===== src/rtl/pev_pkg.sv =====
// constants and types for the performance event bus encoder
package pev_pkg;
   // ==========================================
   // bus geometry
   localparam int BUS_W = 210;
   localparam int W2 = 2;
   localparam int W3 = 3;
   localparam int W5 = 5;
   localparam int EXC_N = 13;
   // ==========================================
   // slice positions on the event bus
   localparam int RD_LSB = 128;
   localparam int WR_LSB = 130;
   localparam int UALD_LSB = 132;
   localparam int UAST_LSB = 134;
   localparam int UAANY_LSB = 136;
   localparam int LDX_BIT = 139;
   localparam int STXOK_BIT = 140;
   localparam int STXNOK_BIT = 141;
   localparam int STXANY_BIT = 142;
   localparam int LDOP_LSB = 143;
   localparam int STOP_LSB = 148;
   localparam int INTOP_LSB = 153;
   localparam int VEC_LSB = 158;
   localparam int FLT_LSB = 163;
   localparam int PCW_LSB = 168;
   localparam int CIPH_LSB = 170;
   localparam int BRIMM_LSB = 175;
   localparam int BRRET_LSB = 177;
   localparam int BRIND_LSB = 179;
   localparam int ISB_BIT = 181;
   localparam int DSB_LSB = 182;
   localparam int DMB_LSB = 184;
   localparam int EXC_LSB = 186;
   localparam int ACQ_LSB = 199;
   localparam int REL_LSB = 204;
   localparam int L3RD_BIT = 209;
   // ==========================================
   // positions inside the exception field
   localparam int EX_UNDEF = 0;
   localparam int EX_SVC = 1;
   localparam int EX_IABT = 2;
   localparam int EX_DABT = 3;
   localparam int EX_IRQ = 4;
   localparam int EX_FIQ = 5;
   localparam int EX_SMC = 6;
   localparam int EX_HVC = 7;
   localparam int EX_T_IABT = 8;
   localparam int EX_T_DABT = 9;
   localparam int EX_T_OTHER = 10;
   localparam int EX_T_IRQ = 11;
   localparam int EX_T_FIQ = 12;
   // ==========================================
   // reporting lanes per cycle
   localparam int MEM_LANES = 2;
   localparam int UA_LANES = 2;
   localparam int SPEC_LANES = 8;
   localparam int BR_LANES = 3;
   localparam logic [BUS_W-1:0] BUS_RST = '0;
   // ==========================================
   // origin of a data-side memory access
   typedef enum logic [2:0] {
      PEV_KIND_DEMAND,
      PEV_KIND_IFETCH,
      PEV_KIND_CMO,
      PEV_KIND_WALK,
      PEV_KIND_PREFETCH
   } pev_kind_t;
   // exception classes reported by the core
   typedef enum logic [3:0] {
      PEV_UNDEFINED_EXCEPTION_EVENT,
      PEV_SUPERVISOR_CALL_EVENT,
      PEV_EXC_IABT,
      PEV_EXC_DABT,
      PEV_NORMAL_IRQ_LOCAL_EVENT,
      PEV_FAST_IRQ_LOCAL_EVENT,
      PEV_SECURE_MONITOR_CALL_EVENT,
      PEV_HYPERVISOR_CALL_EVENT,
      PEV_EXC_OTHER
   } pev_exc_t;
endpackage : pev_pkg


===== src/rtl/pev_lane_count.sv =====
// counts the active lanes of one event group in the current cycle
`timescale 1ns/1ps
module pev_lane_count #(
   parameter int LANES = 8,
   parameter int CW = 5
) (
   // lanes reporting the event
   input wire logic [LANES-1:0] lanes_in,
   // binary count of active lanes
   output logic [CW-1:0] count_out
);
   // ==========================================
   // population count
   function automatic logic [CW-1:0] ones(input logic [LANES-1:0] v);
      logic [CW-1:0] n;
      n = '0;
      for (int i = 0; i < LANES; i++) begin
         n = n + CW'(v[i]);
      end
      return n;
   endfunction : ones

   // lane counts are sized so the slice never overflows
   always_comb begin
      count_out = ones(lanes_in);
   end
endmodule : pev_lane_count


===== src/rtl/pev_exc_decode.sv =====
// turns one taken exception into its one-hot event field
`timescale 1ns/1ps
module pev_exc_decode (
   // exception report
   input wire logic taken_in,
   input wire pev_pkg::pev_exc_t class_in,
   input wire logic local_in,
   // one bit per exception event
   output logic [pev_pkg::EXC_N-1:0] onehot_out
);
   // ==========================================
   // class and level to event position
   always_comb begin
      onehot_out = '0;
      if (taken_in && local_in) begin
         unique case (class_in)
            pev_pkg::PEV_UNDEFINED_EXCEPTION_EVENT: onehot_out[pev_pkg::EX_UNDEF] = 1'b1;
            pev_pkg::PEV_SUPERVISOR_CALL_EVENT: onehot_out[pev_pkg::EX_SVC] = 1'b1;
            pev_pkg::PEV_EXC_IABT: onehot_out[pev_pkg::EX_IABT] = 1'b1;
            pev_pkg::PEV_EXC_DABT: onehot_out[pev_pkg::EX_DABT] = 1'b1;
            pev_pkg::PEV_NORMAL_IRQ_LOCAL_EVENT: onehot_out[pev_pkg::EX_IRQ] = 1'b1;
            pev_pkg::PEV_FAST_IRQ_LOCAL_EVENT: onehot_out[pev_pkg::EX_FIQ] = 1'b1;
            pev_pkg::PEV_SECURE_MONITOR_CALL_EVENT: onehot_out[pev_pkg::EX_SMC] = 1'b1;
            pev_pkg::PEV_HYPERVISOR_CALL_EVENT: onehot_out[pev_pkg::EX_HVC] = 1'b1;
            default: onehot_out = '0; // local other has no event
         endcase
      end else if (taken_in) begin
         // calls and undefined trapped upward count as other traps
         unique case (class_in)
            pev_pkg::PEV_EXC_IABT: onehot_out[pev_pkg::EX_T_IABT] = 1'b1;
            pev_pkg::PEV_EXC_DABT: onehot_out[pev_pkg::EX_T_DABT] = 1'b1;
            pev_pkg::PEV_NORMAL_IRQ_LOCAL_EVENT: onehot_out[pev_pkg::EX_T_IRQ] = 1'b1;
            pev_pkg::PEV_FAST_IRQ_LOCAL_EVENT: onehot_out[pev_pkg::EX_T_FIQ] = 1'b1;
            default: onehot_out[pev_pkg::EX_T_OTHER] = 1'b1;
         endcase
      end
   end
endmodule : pev_exc_decode


===== src/rtl/pev_encoder.sv =====
// per-cycle performance event bus encoder for the on-core trace unit
// Function
// - data read access slice counts memory accesses from load instructions.
// - fetches, cache maintenance, table walks and prefetches never count.
// - data write access slice counts memory accesses from store instructions.
// - exclusive load, store pass, store fail and any store on own bits.
// - speculative loads, stores and integer ops counted on five-bit slices.
// - speculative vector, float and cipher ops counted on five-bit slices.
// - speculative program counter writes counted on a two-bit slice.
// - immediate, return and indirect branches each on a two-bit slice.
// - instruction sync barrier one bit; data sync and memory barrier two.
// - undefined and supervisor call exceptions taken locally pulse once.
// - local instruction abort and data abort or system error pulse.
// - local normal and fast interrupts pulse each time taken.
// - local secure monitor and hypervisor calls pulse when taken.
// - exceptions taken at a non-local level pulse their own five bits.
// - load-acquire and store-release counted on five-bit slices.
// - constant cycle and backend stall events stay off the bus.
// - long-latency cache miss events stay off the bus.
// - bus goes only to the on-core trace unit, same clock.
`timescale 1ns/1ps
module pev_encoder (
   // clock and reset
   input wire logic mclk_in,
   input wire logic arst_n_in,
   // data memory accesses, one kind per lane
   input wire logic [1:0] mem_rd_valid_in,
   input wire pev_pkg::pev_kind_t [1:0] mem_rd_kind_in,
   input wire logic [1:0] mem_wr_valid_in,
   input wire pev_pkg::pev_kind_t [1:0] mem_wr_kind_in,
   input wire logic [1:0] unaligned_ld_in,
   input wire logic [1:0] unaligned_st_in,
   // exclusive operations
   input wire logic load_exclusive_spec_event_in,
   input wire logic store_exclusive_ok_event_in,
   input wire logic store_exclusive_nok_event_in,
   // speculative operation lanes
   input wire logic [7:0] load_op_spec_event_in,
   input wire logic [7:0] store_op_spec_event_in,
   input wire logic [7:0] integer_op_spec_event_in,
   input wire logic [7:0] vector_op_spec_event_in,
   input wire logic [7:0] float_op_spec_event_in,
   input wire logic [2:0] program_counter_write_event_in,
   input wire logic [7:0] cipher_op_spec_event_in,
   // branches and barriers
   input wire logic [2:0] immediate_branch_event_in,
   input wire logic [2:0] return_branch_event_in,
   input wire logic [2:0] indirect_branch_event_in,
   input wire logic instr_sync_barrier_event_in,
   input wire logic [2:0] data_sync_barrier_event_in,
   input wire logic [2:0] data_mem_barrier_event_in,
   // exception taken this cycle
   input wire logic exc_taken_in,
   input wire pev_pkg::pev_exc_t exc_class_in,
   input wire logic exc_local_in,
   // ordering operations and level-3 reads
   input wire logic [7:0] load_acquire_spec_event_in,
   input wire logic [7:0] store_release_spec_event_in,
   input wire logic l3_read_in,
   // events that have no bus slice
   input wire logic constant_freq_cycle_event_in,
   input wire logic backend_mem_stall_event_in,
   input wire logic level1_instr_slow_miss_event_in,
   input wire logic level2_slow_miss_event_in,
   input wire logic level3_slow_miss_event_in,
   // event bus to the trace unit
   output logic [pev_pkg::BUS_W-1:0] perf_event_trace_bus_out,
   // off-bus events for the local counters
   output logic constant_freq_cycle_event_out,
   output logic backend_mem_stall_event_out,
   output logic level1_instr_slow_miss_event_out,
   output logic level2_slow_miss_event_out,
   output logic level3_slow_miss_event_out
);
   // ==========================================
   // access origin filter
   // only demand accesses from load or store instructions are counted
   function automatic logic [1:0] demand_only(
      input logic [1:0] valid,
      input pev_pkg::pev_kind_t [1:0] kind
   );
      logic [1:0] m;
      m = '0;
      for (int i = 0; i < pev_pkg::MEM_LANES; i++) begin
         m[i] = valid[i] && (kind[i] == pev_pkg::PEV_KIND_DEMAND);
      end
      return m;
   endfunction : demand_only

   logic [1:0] rd_lanes;
   logic [1:0] wr_lanes;
   always_comb begin
      rd_lanes = demand_only(mem_rd_valid_in, mem_rd_kind_in);
      wr_lanes = demand_only(mem_wr_valid_in, mem_wr_kind_in);
   end

   // ==========================================
   // lane counters
   logic [1:0] rd_cnt;
   logic [1:0] wr_cnt;
   logic [1:0] uald_cnt;
   logic [1:0] uast_cnt;
   logic [2:0] uaany_cnt;
   logic [4:0] ld_cnt;
   logic [4:0] st_cnt;
   logic [4:0] int_cnt;
   logic [4:0] vec_cnt;
   logic [4:0] flt_cnt;
   logic [1:0] pcw_cnt;
   logic [4:0] ciph_cnt;
   logic [1:0] brimm_cnt;
   logic [1:0] brret_cnt;
   logic [1:0] brind_cnt;
   logic [1:0] dsb_cnt;
   logic [1:0] dmb_cnt;
   logic [4:0] acq_cnt;
   logic [4:0] rel_cnt;
   logic [pev_pkg::EXC_N-1:0] exc_hot;

   pev_lane_count #(.LANES(2), .CW(2)) u_rd (
      .lanes_in(rd_lanes), .count_out(rd_cnt));
   pev_lane_count #(.LANES(2), .CW(2)) u_wr (
      .lanes_in(wr_lanes), .count_out(wr_cnt));
   pev_lane_count #(.LANES(2), .CW(2)) u_uald (
      .lanes_in(unaligned_ld_in), .count_out(uald_cnt));
   pev_lane_count #(.LANES(2), .CW(2)) u_uast (
      .lanes_in(unaligned_st_in), .count_out(uast_cnt));
   // each direction of an unaligned access counts once per lane
   pev_lane_count #(.LANES(4), .CW(3)) u_uaany (
      .lanes_in({unaligned_st_in, unaligned_ld_in}),
      .count_out(uaany_cnt));
   pev_lane_count #(.LANES(8), .CW(5)) u_ld (
      .lanes_in(load_op_spec_event_in), .count_out(ld_cnt));
   pev_lane_count #(.LANES(8), .CW(5)) u_st (
      .lanes_in(store_op_spec_event_in), .count_out(st_cnt));
   pev_lane_count #(.LANES(8), .CW(5)) u_int (
      .lanes_in(integer_op_spec_event_in), .count_out(int_cnt));
   pev_lane_count #(.LANES(8), .CW(5)) u_vec (
      .lanes_in(vector_op_spec_event_in), .count_out(vec_cnt));
   pev_lane_count #(.LANES(8), .CW(5)) u_flt (
      .lanes_in(float_op_spec_event_in), .count_out(flt_cnt));
   pev_lane_count #(.LANES(3), .CW(2)) u_pcw (
      .lanes_in(program_counter_write_event_in),
      .count_out(pcw_cnt));
   pev_lane_count #(.LANES(8), .CW(5)) u_ciph (
      .lanes_in(cipher_op_spec_event_in), .count_out(ciph_cnt));
   pev_lane_count #(.LANES(3), .CW(2)) u_brimm (
      .lanes_in(immediate_branch_event_in), .count_out(brimm_cnt));
   pev_lane_count #(.LANES(3), .CW(2)) u_brret (
      .lanes_in(return_branch_event_in), .count_out(brret_cnt));
   pev_lane_count #(.LANES(3), .CW(2)) u_brind (
      .lanes_in(indirect_branch_event_in), .count_out(brind_cnt));
   pev_lane_count #(.LANES(3), .CW(2)) u_dsb (
      .lanes_in(data_sync_barrier_event_in), .count_out(dsb_cnt));
   pev_lane_count #(.LANES(3), .CW(2)) u_dmb (
      .lanes_in(data_mem_barrier_event_in), .count_out(dmb_cnt));
   pev_lane_count #(.LANES(8), .CW(5)) u_acq (
      .lanes_in(load_acquire_spec_event_in), .count_out(acq_cnt));
   pev_lane_count #(.LANES(8), .CW(5)) u_rel (
      .lanes_in(store_release_spec_event_in), .count_out(rel_cnt));

   // one exception at most per cycle, so the field is one-hot or zero
   pev_exc_decode u_exc (
      .taken_in(exc_taken_in),
      .class_in(exc_class_in),
      .local_in(exc_local_in),
      .onehot_out(exc_hot));

   // ==========================================
   // bus assembly
   logic [pev_pkg::BUS_W-1:0] bus_next;
   logic [pev_pkg::BUS_W-1:0] bus_reg;
   logic [4:0] side_next;
   logic [4:0] side_reg;

   // events below the excerpted range are not produced here and read zero
   always_comb begin
      bus_next = pev_pkg::BUS_RST;
      bus_next[pev_pkg::RD_LSB +: pev_pkg::W2] = rd_cnt;
      bus_next[pev_pkg::WR_LSB +: pev_pkg::W2] = wr_cnt;
      bus_next[pev_pkg::UALD_LSB +: pev_pkg::W2] = uald_cnt;
      bus_next[pev_pkg::UAST_LSB +: pev_pkg::W2] = uast_cnt;
      bus_next[pev_pkg::UAANY_LSB +: pev_pkg::W3] = uaany_cnt;
      bus_next[pev_pkg::LDX_BIT] = load_exclusive_spec_event_in;
      bus_next[pev_pkg::STXOK_BIT] = store_exclusive_ok_event_in;
      bus_next[pev_pkg::STXNOK_BIT] = store_exclusive_nok_event_in;
      bus_next[pev_pkg::STXANY_BIT] = store_exclusive_ok_event_in
         | store_exclusive_nok_event_in;
      bus_next[pev_pkg::LDOP_LSB +: pev_pkg::W5] = ld_cnt;
      bus_next[pev_pkg::STOP_LSB +: pev_pkg::W5] = st_cnt;
      bus_next[pev_pkg::INTOP_LSB +: pev_pkg::W5] = int_cnt;
      bus_next[pev_pkg::VEC_LSB +: pev_pkg::W5] = vec_cnt;
      bus_next[pev_pkg::FLT_LSB +: pev_pkg::W5] = flt_cnt;
      bus_next[pev_pkg::PCW_LSB +: pev_pkg::W2] = pcw_cnt;
      bus_next[pev_pkg::CIPH_LSB +: pev_pkg::W5] = ciph_cnt;
      bus_next[pev_pkg::BRIMM_LSB +: pev_pkg::W2] = brimm_cnt;
      bus_next[pev_pkg::BRRET_LSB +: pev_pkg::W2] = brret_cnt;
      bus_next[pev_pkg::BRIND_LSB +: pev_pkg::W2] = brind_cnt;
      bus_next[pev_pkg::ISB_BIT] = instr_sync_barrier_event_in;
      bus_next[pev_pkg::DSB_LSB +: pev_pkg::W2] = dsb_cnt;
      bus_next[pev_pkg::DMB_LSB +: pev_pkg::W2] = dmb_cnt;
      bus_next[pev_pkg::EXC_LSB +: pev_pkg::EXC_N] = exc_hot;
      bus_next[pev_pkg::ACQ_LSB +: pev_pkg::W5] = acq_cnt;
      bus_next[pev_pkg::REL_LSB +: pev_pkg::W5] = rel_cnt;
      bus_next[pev_pkg::L3RD_BIT] = l3_read_in;
      // these go to the local counters only, never onto the bus
      side_next = {level3_slow_miss_event_in,
                   level2_slow_miss_event_in,
                   level1_instr_slow_miss_event_in,
                   backend_mem_stall_event_in,
                   constant_freq_cycle_event_in};
   end

   // one register stage; every cycle is a fresh sample, no holding
   always_ff @(posedge mclk_in or negedge arst_n_in) begin
      if (!arst_n_in) begin
         bus_reg <= pev_pkg::BUS_RST;
         side_reg <= '0;
      end else begin
         bus_reg <= bus_next;
         side_reg <= side_next;
      end
   end

   // ==========================================
   // outputs
   // same clock as the trace unit: an async crossing would drop events
   assign perf_event_trace_bus_out = bus_reg;
   assign constant_freq_cycle_event_out = side_reg[0];
   assign backend_mem_stall_event_out = side_reg[1];
   assign level1_instr_slow_miss_event_out = side_reg[2];
   assign level2_slow_miss_event_out = side_reg[3];
   assign level3_slow_miss_event_out = side_reg[4];
endmodule : pev_encoder


===== config.mk =====
export PLATFORM = sky130hd
export DESIGN_NAME = pev_encoder
export DESIGN_NICKNAME = d
export VERILOG_FILES = /design/src/rtl/pev_pkg.sv /design/src/rtl/pev_lane_count.sv /design/src/rtl/pev_exc_decode.sv /design/src/rtl/pev_encoder.sv
export SDC_FILE = /design/constraint.sdc
export NUM_CORES = 1
export LEC_CHECK = 0
export ABC_CLOCK_PERIOD_IN_PS = 800
export BUFFER_PORTS_ARGS = -buffer_cell sky130_fd_sc_hd__clkbuf_2
export CORE_AREA = 2 2 130 132
export CTS_BUF_LIST = sky130_fd_sc_hd__clkbuf_2
export DETAILED_ROUTE_END_ITERATION = 10
export DIE_AREA = 0 0 132 134
export GPL_TIMING_DRIVEN = 0
export PLACE_DENSITY_LB_ADDON = 0.15
export SLEW_MARGIN = 10
export SYNTH_ARGS = -nofsm -noshare
export SYNTH_HDL_FRONTEND = slang
export SYNTH_SLANG_ARGS = --single-unit

===== constraint.sdc =====
create_clock -name mclk_in -period 0.8 [get_ports mclk_in]
set_input_delay 0.08 -clock mclk_in [delete_from_list [all_inputs] [get_ports mclk_in]]
set_output_delay 0.08 -clock mclk_in [all_outputs]
set_load 0.01 [all_outputs]

==> flow_summary.toml, run 1 <==
[detailed_routing]
drt_iter0_drc = 73
num_vias = 3619
firstDrtPassIters = 3
wl_per_cell_um = 10.9
wirelength_um = 11300
routed_via_density = 3.46
antenna_left = 0
drc_errors = 0

[floorplanning]
die_y_um = 134
num_io_pins = 335
initial_core_util_pct = 29.8
core_area_mm2 = 0.0163
num_rows = 47
die_area_mm2 = 0.0177
fp.dieW_um = 132

[final_layout]
nets = 1010
final_area_mm2 = 0.00764
area_growth_pct = 57.2
drive_gt1_share_pct = 49.8
fill_cells = 1545
largest_reg_flops = 74
diodes = 0
utilization_pct = 46.9

[clocking]
cts_made_buffers = 9
htreeDepth = 3
clk_path_buf_depth = 2
tritoncts = "done"
cts.sinks = 79
clkTransAtPathRegs_ps = 200
root_buffer = "clkbuf_2"

[synth]
netlist.area_leader.share_pct = 40.7
synthMuxAreaShare_pct = 0
synthAdderAreaFrac_pct = 23.5
seq_area_frac_synth_pct = 40.7
synthArstFlopShare_pct = 100
synth_area_mm2 = 0.00486
avgSynthCellArea_um2 = 11.3
ys_top_cells_by_count = "buf_4 (136), inv_1 (96), dfrtp_1 (79), fa_1 (39), ha_1 (29)"
yosys.area_share.simple_pct = 4.22
synth_area_leaders = "dfrtp_1 (41%), buf_4 (21%), fa_1 (16%)"
ys_warn_count = 0
synthXorXnorAreaFrac_pct = 1.62
syn_inst = 430
synth_flop_cell = "dfrtp_1"
synth_compound_area_share_pct = 1.39
synth_seq_cells = 79
yosys.area.top_type = "dfrtp_1"
yosysMostFrequentCell = "buf_4"
synth_cell_types = 21
synth_top_family_by_area = "buffers and inverters"
synth_edf_count = 0

[sta]
period_share_pct = 241
fin_ws_ps = -1130
min_period_ps = 1930
clock.fmax_mhz = 519
finalSetupViolations = 125
maxSlewViolCount = 0
grt_setup_unrepaired = "true"
hold_viol_final = 8
finalSetupTns_ps = -55260
worst_hold_slack_ps = -116

[critical_path]
worst_ep_arrival_time_ps = 2340
cp_max_fo = 2
startpoint_type = "input pin"
max_stage_delay_ps = 530
cp_num_cells = 8
worst-path-buf-inv = 3
path_cells = "buf_6 -> ha_4 -> inv_2 -> fa_1 -> fa_1 -> fa_2 -> fa_2 -> inv_1"
critPathTopFamily = "adder cells"
critPathCaptureType = "flip-flop"
path_class = "in -> reg"
worst_ep_required_time_ps = 1210
cp_slowest_cell = "fa_2"

[run_status]
outcome = "finished with violations"
violations = "negative hold slack, negative setup slack"

[grt]
grt_max_degree = 57
grt_pass1_vias = 3778
grt_first_pass_wirelength_um = 18000
antenna_found_initial = 0
grt_usage_pct = 12.7
gr-total-overflow = 0

[worst_hold_path]
holdPathStages = 2
hold_path.class = "in -> reg"

[placed_design]
io_buffer_count = 198
gp_congestion = 0.805
place_area_mm2 = 0.00680
hpwl_um = 9600

[power_and_ir_drop]
p_sw_mw = 3.84
power_frac_seq_pct = 42.5
power_density_mw_per_mm2 = 1490
switching_share_pct = 33.7
p_leak_nw = 4.46
irDropWorstVdd_v = 0.000565
clkPwrFrac_pct = 14.6
power.total_mw = 11.4
p_int_mw = 7.57
comb_power_share_pct = 42.9

[flow_run]
maxCapViolations = 0
-- per-layer routing --
layer / track usage (%) / up-vias / wire [um]
met5: 0 / - / 0
met2: 25.1 / 202 / 6260
met3: 4.38 / 10 / 1100
li1: - / 1767 / -
met1: 12.6 / 1640 / 3850
met4: 3.56 / 0 / 144
-- stage by stage --
step | instances | setup WS, ps
after floorplan | 565 | -1450
after global placement | 983 | -1620
after detailed placement | 984 | -1650
after CTS | 1045 | -1050
after global routing | 1045 | -1080
final | 1045 | -1130
-- final timing paths --
path | start | end | slack, ps
setup / recovery | store_op_spec_event_in[1] | perf_event_trace_bus_out[149] | -1130
hold / removal | store_release_spec_event_in[5] | perf_event_trace_bus_out[204] | -120
min in group asynchronous | arst_n_in | side_reg[1] | 40
max in group asynchronous | arst_n_in | perf_event_trace_bus_out[188] | 160
-- cells in the final DEF (no fill, tap or decap), types with 4 or more instances in the layout --
master	instances
clkbuf_2	169
buf_4	137
conb_1	136
dfrtp_1	79
inv_1	78
dlygate4sd3_1	41
buf_6	38
fa_1	23
ha_1	19
inv_2	18
fa_2	16
nor2_1	9
ha_4	9
o21a_1	7
xnor2_2	6
nor2b_1	5
nor4b_1	4
buf_2	4
-- power by group through the flow --
| stage | Sequential (mW) | Combinational (mW) | Clock (mW) |
|---|---|---|---|
| after global placement | 4.92 | 3.98 | 0 |
| after detailed placement | 4.92 | 4.13 | 0 |
| after floorplan | 5.28 | 2.14 | 0 |
| final | 4.86 | 4.89 | 1.67 |
| after CTS | 4.83 | 4.39 | 1.79 |
| after global routing | 4.92 | 5.47 | 1.96 |
-- cells by family (layout without fill, tap and decap cells) --
| kind of cell | Yosys count | in the layout |
|---|---|---|
| buf+inv | 232 | 492 |
| flops | 79 | 79 |
| fa+ha+maj | 68 | 68 |
| simple gates | 32 | 32 |
| compound gates | 9 | 9 |
| xor+xnor | 9 | 9 |
| other cells | 1 | 136 |
-- layout make-up --
class / count / area, um^2 / share of cell area [%]
Sequential cell: 79 / 1980 / 25.9
Clock inverter: 5 / 27.5 / 0.360
Buffer: 136 / 1020 / 13.4
Timing Repair Buffer: 246 / 1700 / 22.3
Clock buffer: 9 / 45.0 / 0.590
Inverter: 96 / 360 / 4.72
Tap cell: 220 / 275 / 3.60
Multi-Input combinational cell: 254 / 2230 / 29.2
-- repair_timing --
action,CTS,global route
hold buffers,41,7
setup endpoints to repair,111,118
hold endpoints to repair,138,47
setup buffers,6,4
gates resized for setup,5,101
pin swaps,2,11
No activity file was read; power rests on OpenSTA's default activity.
==> inputs of run 2 (changes only) <==
--- a/config.mk
+++ b/config.mk
@@ -7,12 +7,15 @@
 export LEC_CHECK = 0
 export ABC_CLOCK_PERIOD_IN_PS = 800
 export BUFFER_PORTS_ARGS = -buffer_cell sky130_fd_sc_hd__clkbuf_2
-export CORE_AREA = 2 2 130 132
+export CELL_PAD_IN_SITES_DETAIL_PLACEMENT = 0
+export CELL_PAD_IN_SITES_GLOBAL_PLACEMENT = 1
+export CORE_AREA = 2 2 129 131
 export CTS_BUF_LIST = sky130_fd_sc_hd__clkbuf_2
 export DETAILED_ROUTE_END_ITERATION = 10
-export DIE_AREA = 0 0 132 134
+export DIE_AREA = 0 0 131 133
 export GPL_TIMING_DRIVEN = 0
 export PLACE_DENSITY_LB_ADDON = 0.15
+export SETUP_SLACK_MARGIN = 0.5
 export SLEW_MARGIN = 10
 export SYNTH_ARGS = -nofsm -noshare
 export SYNTH_HDL_FRONTEND = slang
==> run 2 against run 1 <==
  * The run still ends with negative hold slack, negative setup slack left
  * Critical path depth stayed put
  * Combinational power about the same
  * Non-clock buffer count down 31
  * Clock power rose by 31%
  * Sequential share of layout area grew 0.35 points
  * Hold slack lost 380 ps
  * Final area is 1.3% lower
  * Flip-flop and latch count unchanged
  * Clock-buffer cell count increased by 1
  * Die area decreased by 1.5%
  * Total power up 4.2%
  * Critical endpoint is now perf_event_trace_bus_out[144]
==> flow_summary.toml, run 2 (synthesis results as in run 1) <==
[floorplanning]
initial_core_util_pct = 30.0
num_io_pins = 335
num_rows = 47
core_area_mm2 = 0.0162
fp.dieW_um = 131
die_y_um = 133
die_area_mm2 = 0.0174

[detailed_routing]
num_vias = 3451
drc_errors = 0
wirelength_um = 11400
drt_iter0_drc = 92
antenna_left = 0
firstDrtPassIters = 3
wl_per_cell_um = 11.2
routed_via_density = 3.40

[grt]
grt_usage_pct = 12.5
grt_pass1_vias = 3403
antenna_found_initial = 0
grt_max_degree = 48
grt_first_pass_wirelength_um = 16600
gr-total-overflow = 0

[sta]
worst_pin_slew_ps = 510
finalSetupViolations = 111
clock.fmax_mhz = 530
grt_setup_unrepaired = "true"
maxSlewViolCount = 0
worst_hold_slack_ps = -498
fin_ws_ps = -1090
hold_viol_final = 125
min_period_ps = 1890
slew_headroom_pct = 66.0
period_share_pct = 236

[critical_path]
cp_max_fo = 2
critPathCaptureType = "flip-flop"
startpoint_type = "input pin"
worst_ep_arrival_time_ps = 2320
worst_ep_required_time_ps = 1230
path_class = "in -> reg"

[final_layout]
final_cell_mix = "clkbuf_2 (163), buf_4 (139), conb_1 (136), dfrtp_1 (79), inv_1 (78)"
final_common_cell = "clkbuf_2"
area_growth_pct = 55.1
fill_cells = 1584
nets = 979
largest_reg_flops = 74
utilization_pct = 46.6
diodes = 0
drive_gt1_share_pct = 53.5

[run_status]
outcome = "finished with violations"
violations = "negative hold slack, negative setup slack"

[clocking]
root_buffer = "clkbuf_2"
cts_made_buffers = 9
htreeDepth = 3
clk_path_buf_depth = 2
tritoncts = "done"
cts.sinks = 79
clkTransAtPathRegs_ps = 230

[worst_hold_path]
hold_path.class = "in -> async"

[power_and_ir_drop]
power.total_mw = 11.9
irDropWorstVdd_v = 0.000825
p_leak_nw = 4.39
power_density_mw_per_mm2 = 1580

[placed_design]
gp_congestion = 0.775
hpwl_um = 9980
io_buffer_count = 198

[flow_run]
maxCapViolations = 0
## run 2: cell count changes in the layout (fill, tap and decap cells not counted), moves of 3 or more
| cell | previous run | this run |
|---|---|---|
| buf_2 | 4 | 1 |
| buf_6 | 38 | 42 |
| clkbuf_2 | 169 | 163 |
| dlygate4sd3_1 | 41 | 10 |
| nor4b_1 | 4 | 0 |
| fa_2 | 16 | 23 |
| buf_8 | 0 | 3 |
| nor4b_4 | 0 | 4 |
| fa_1 | 23 | 16 |
## run 2: critical path: stages
cell,delay [ps]
buf_6,100
ha_4,250
inv_2,30
fa_1,480
fa_1,430
fa_2,380
fa_2,540
inv_2,30
## run 2: power breakdown
part | internal (mW) | switching (mW) | total (mW)
combinational | 2.51 | 2.35 | 4.86
sequential | 4.65 | 0.213 | 4.86
clock | 0.724 | 1.45 | 2.18
total | 7.88 | 4.02 | 11.9
## run 2: timing repair
item                                    CTS  global route
endpoints found under the hold margin   141           133
setup buffers                             4             2
hold buffers                             10             2
pin swaps                                 2            11
resized for setup                        13           119
endpoints found under the setup margin  117           118
## run 2: cell type report
class / count / area, um^2 / share of cell area, %
inverter: 96 / 360 / 4.78
timing repair buffer: 215 / 1450 / 19.3
clock buffer: 10 / 50.0 / 0.664
clock inverter: 6 / 61.3 / 0.814
multi-input combinational: 254 / 2340 / 31.0
buffer: 136 / 1020 / 13.6
sequential: 79 / 1980 / 26.2
tap: 220 / 275 / 3.65
## run 2: final timing paths
check,start,to,slack [ps],cells past startpoint
worst max-delay path,load_op_spec_event_in[1],perf_event_trace_bus_out[144],-1090,8
worst min-delay path,arst_n_in,side_reg[2],-500,1
max in group asynchronous,arst_n_in,perf_event_trace_bus_out[182],670,2
min in group mclk_in,exc_local_in,perf_event_trace_bus_out[194],-220,2
## run 2: metrics by stage
step | area, um^2 | setup TNS [ps] | instances | setup WS [ps]
5_1_grt | 7530 | -61870 | 1016 | -1080
3_5_place_dp | 6900 | -47760 | 984 | -1640
2_1_floorplan | 5610 | -40770 | 565 | -1450
3_3_place_gp | 6870 | -138190 | 983 | -1610
6_report | 7530 | -54980 | 1016 | -1090
4_1_cts | 7190 | -58560 | 1014 | -1020
## run 2: per-layer routing
metal	track usage, %	vias to the layer above	share of wire, %
li1	-	1707	-
met1	13.3	1546	34
met2	23.1	186	53
met3	3.56	12	11
met4	4.79	0	1.6
met5	0	-	0
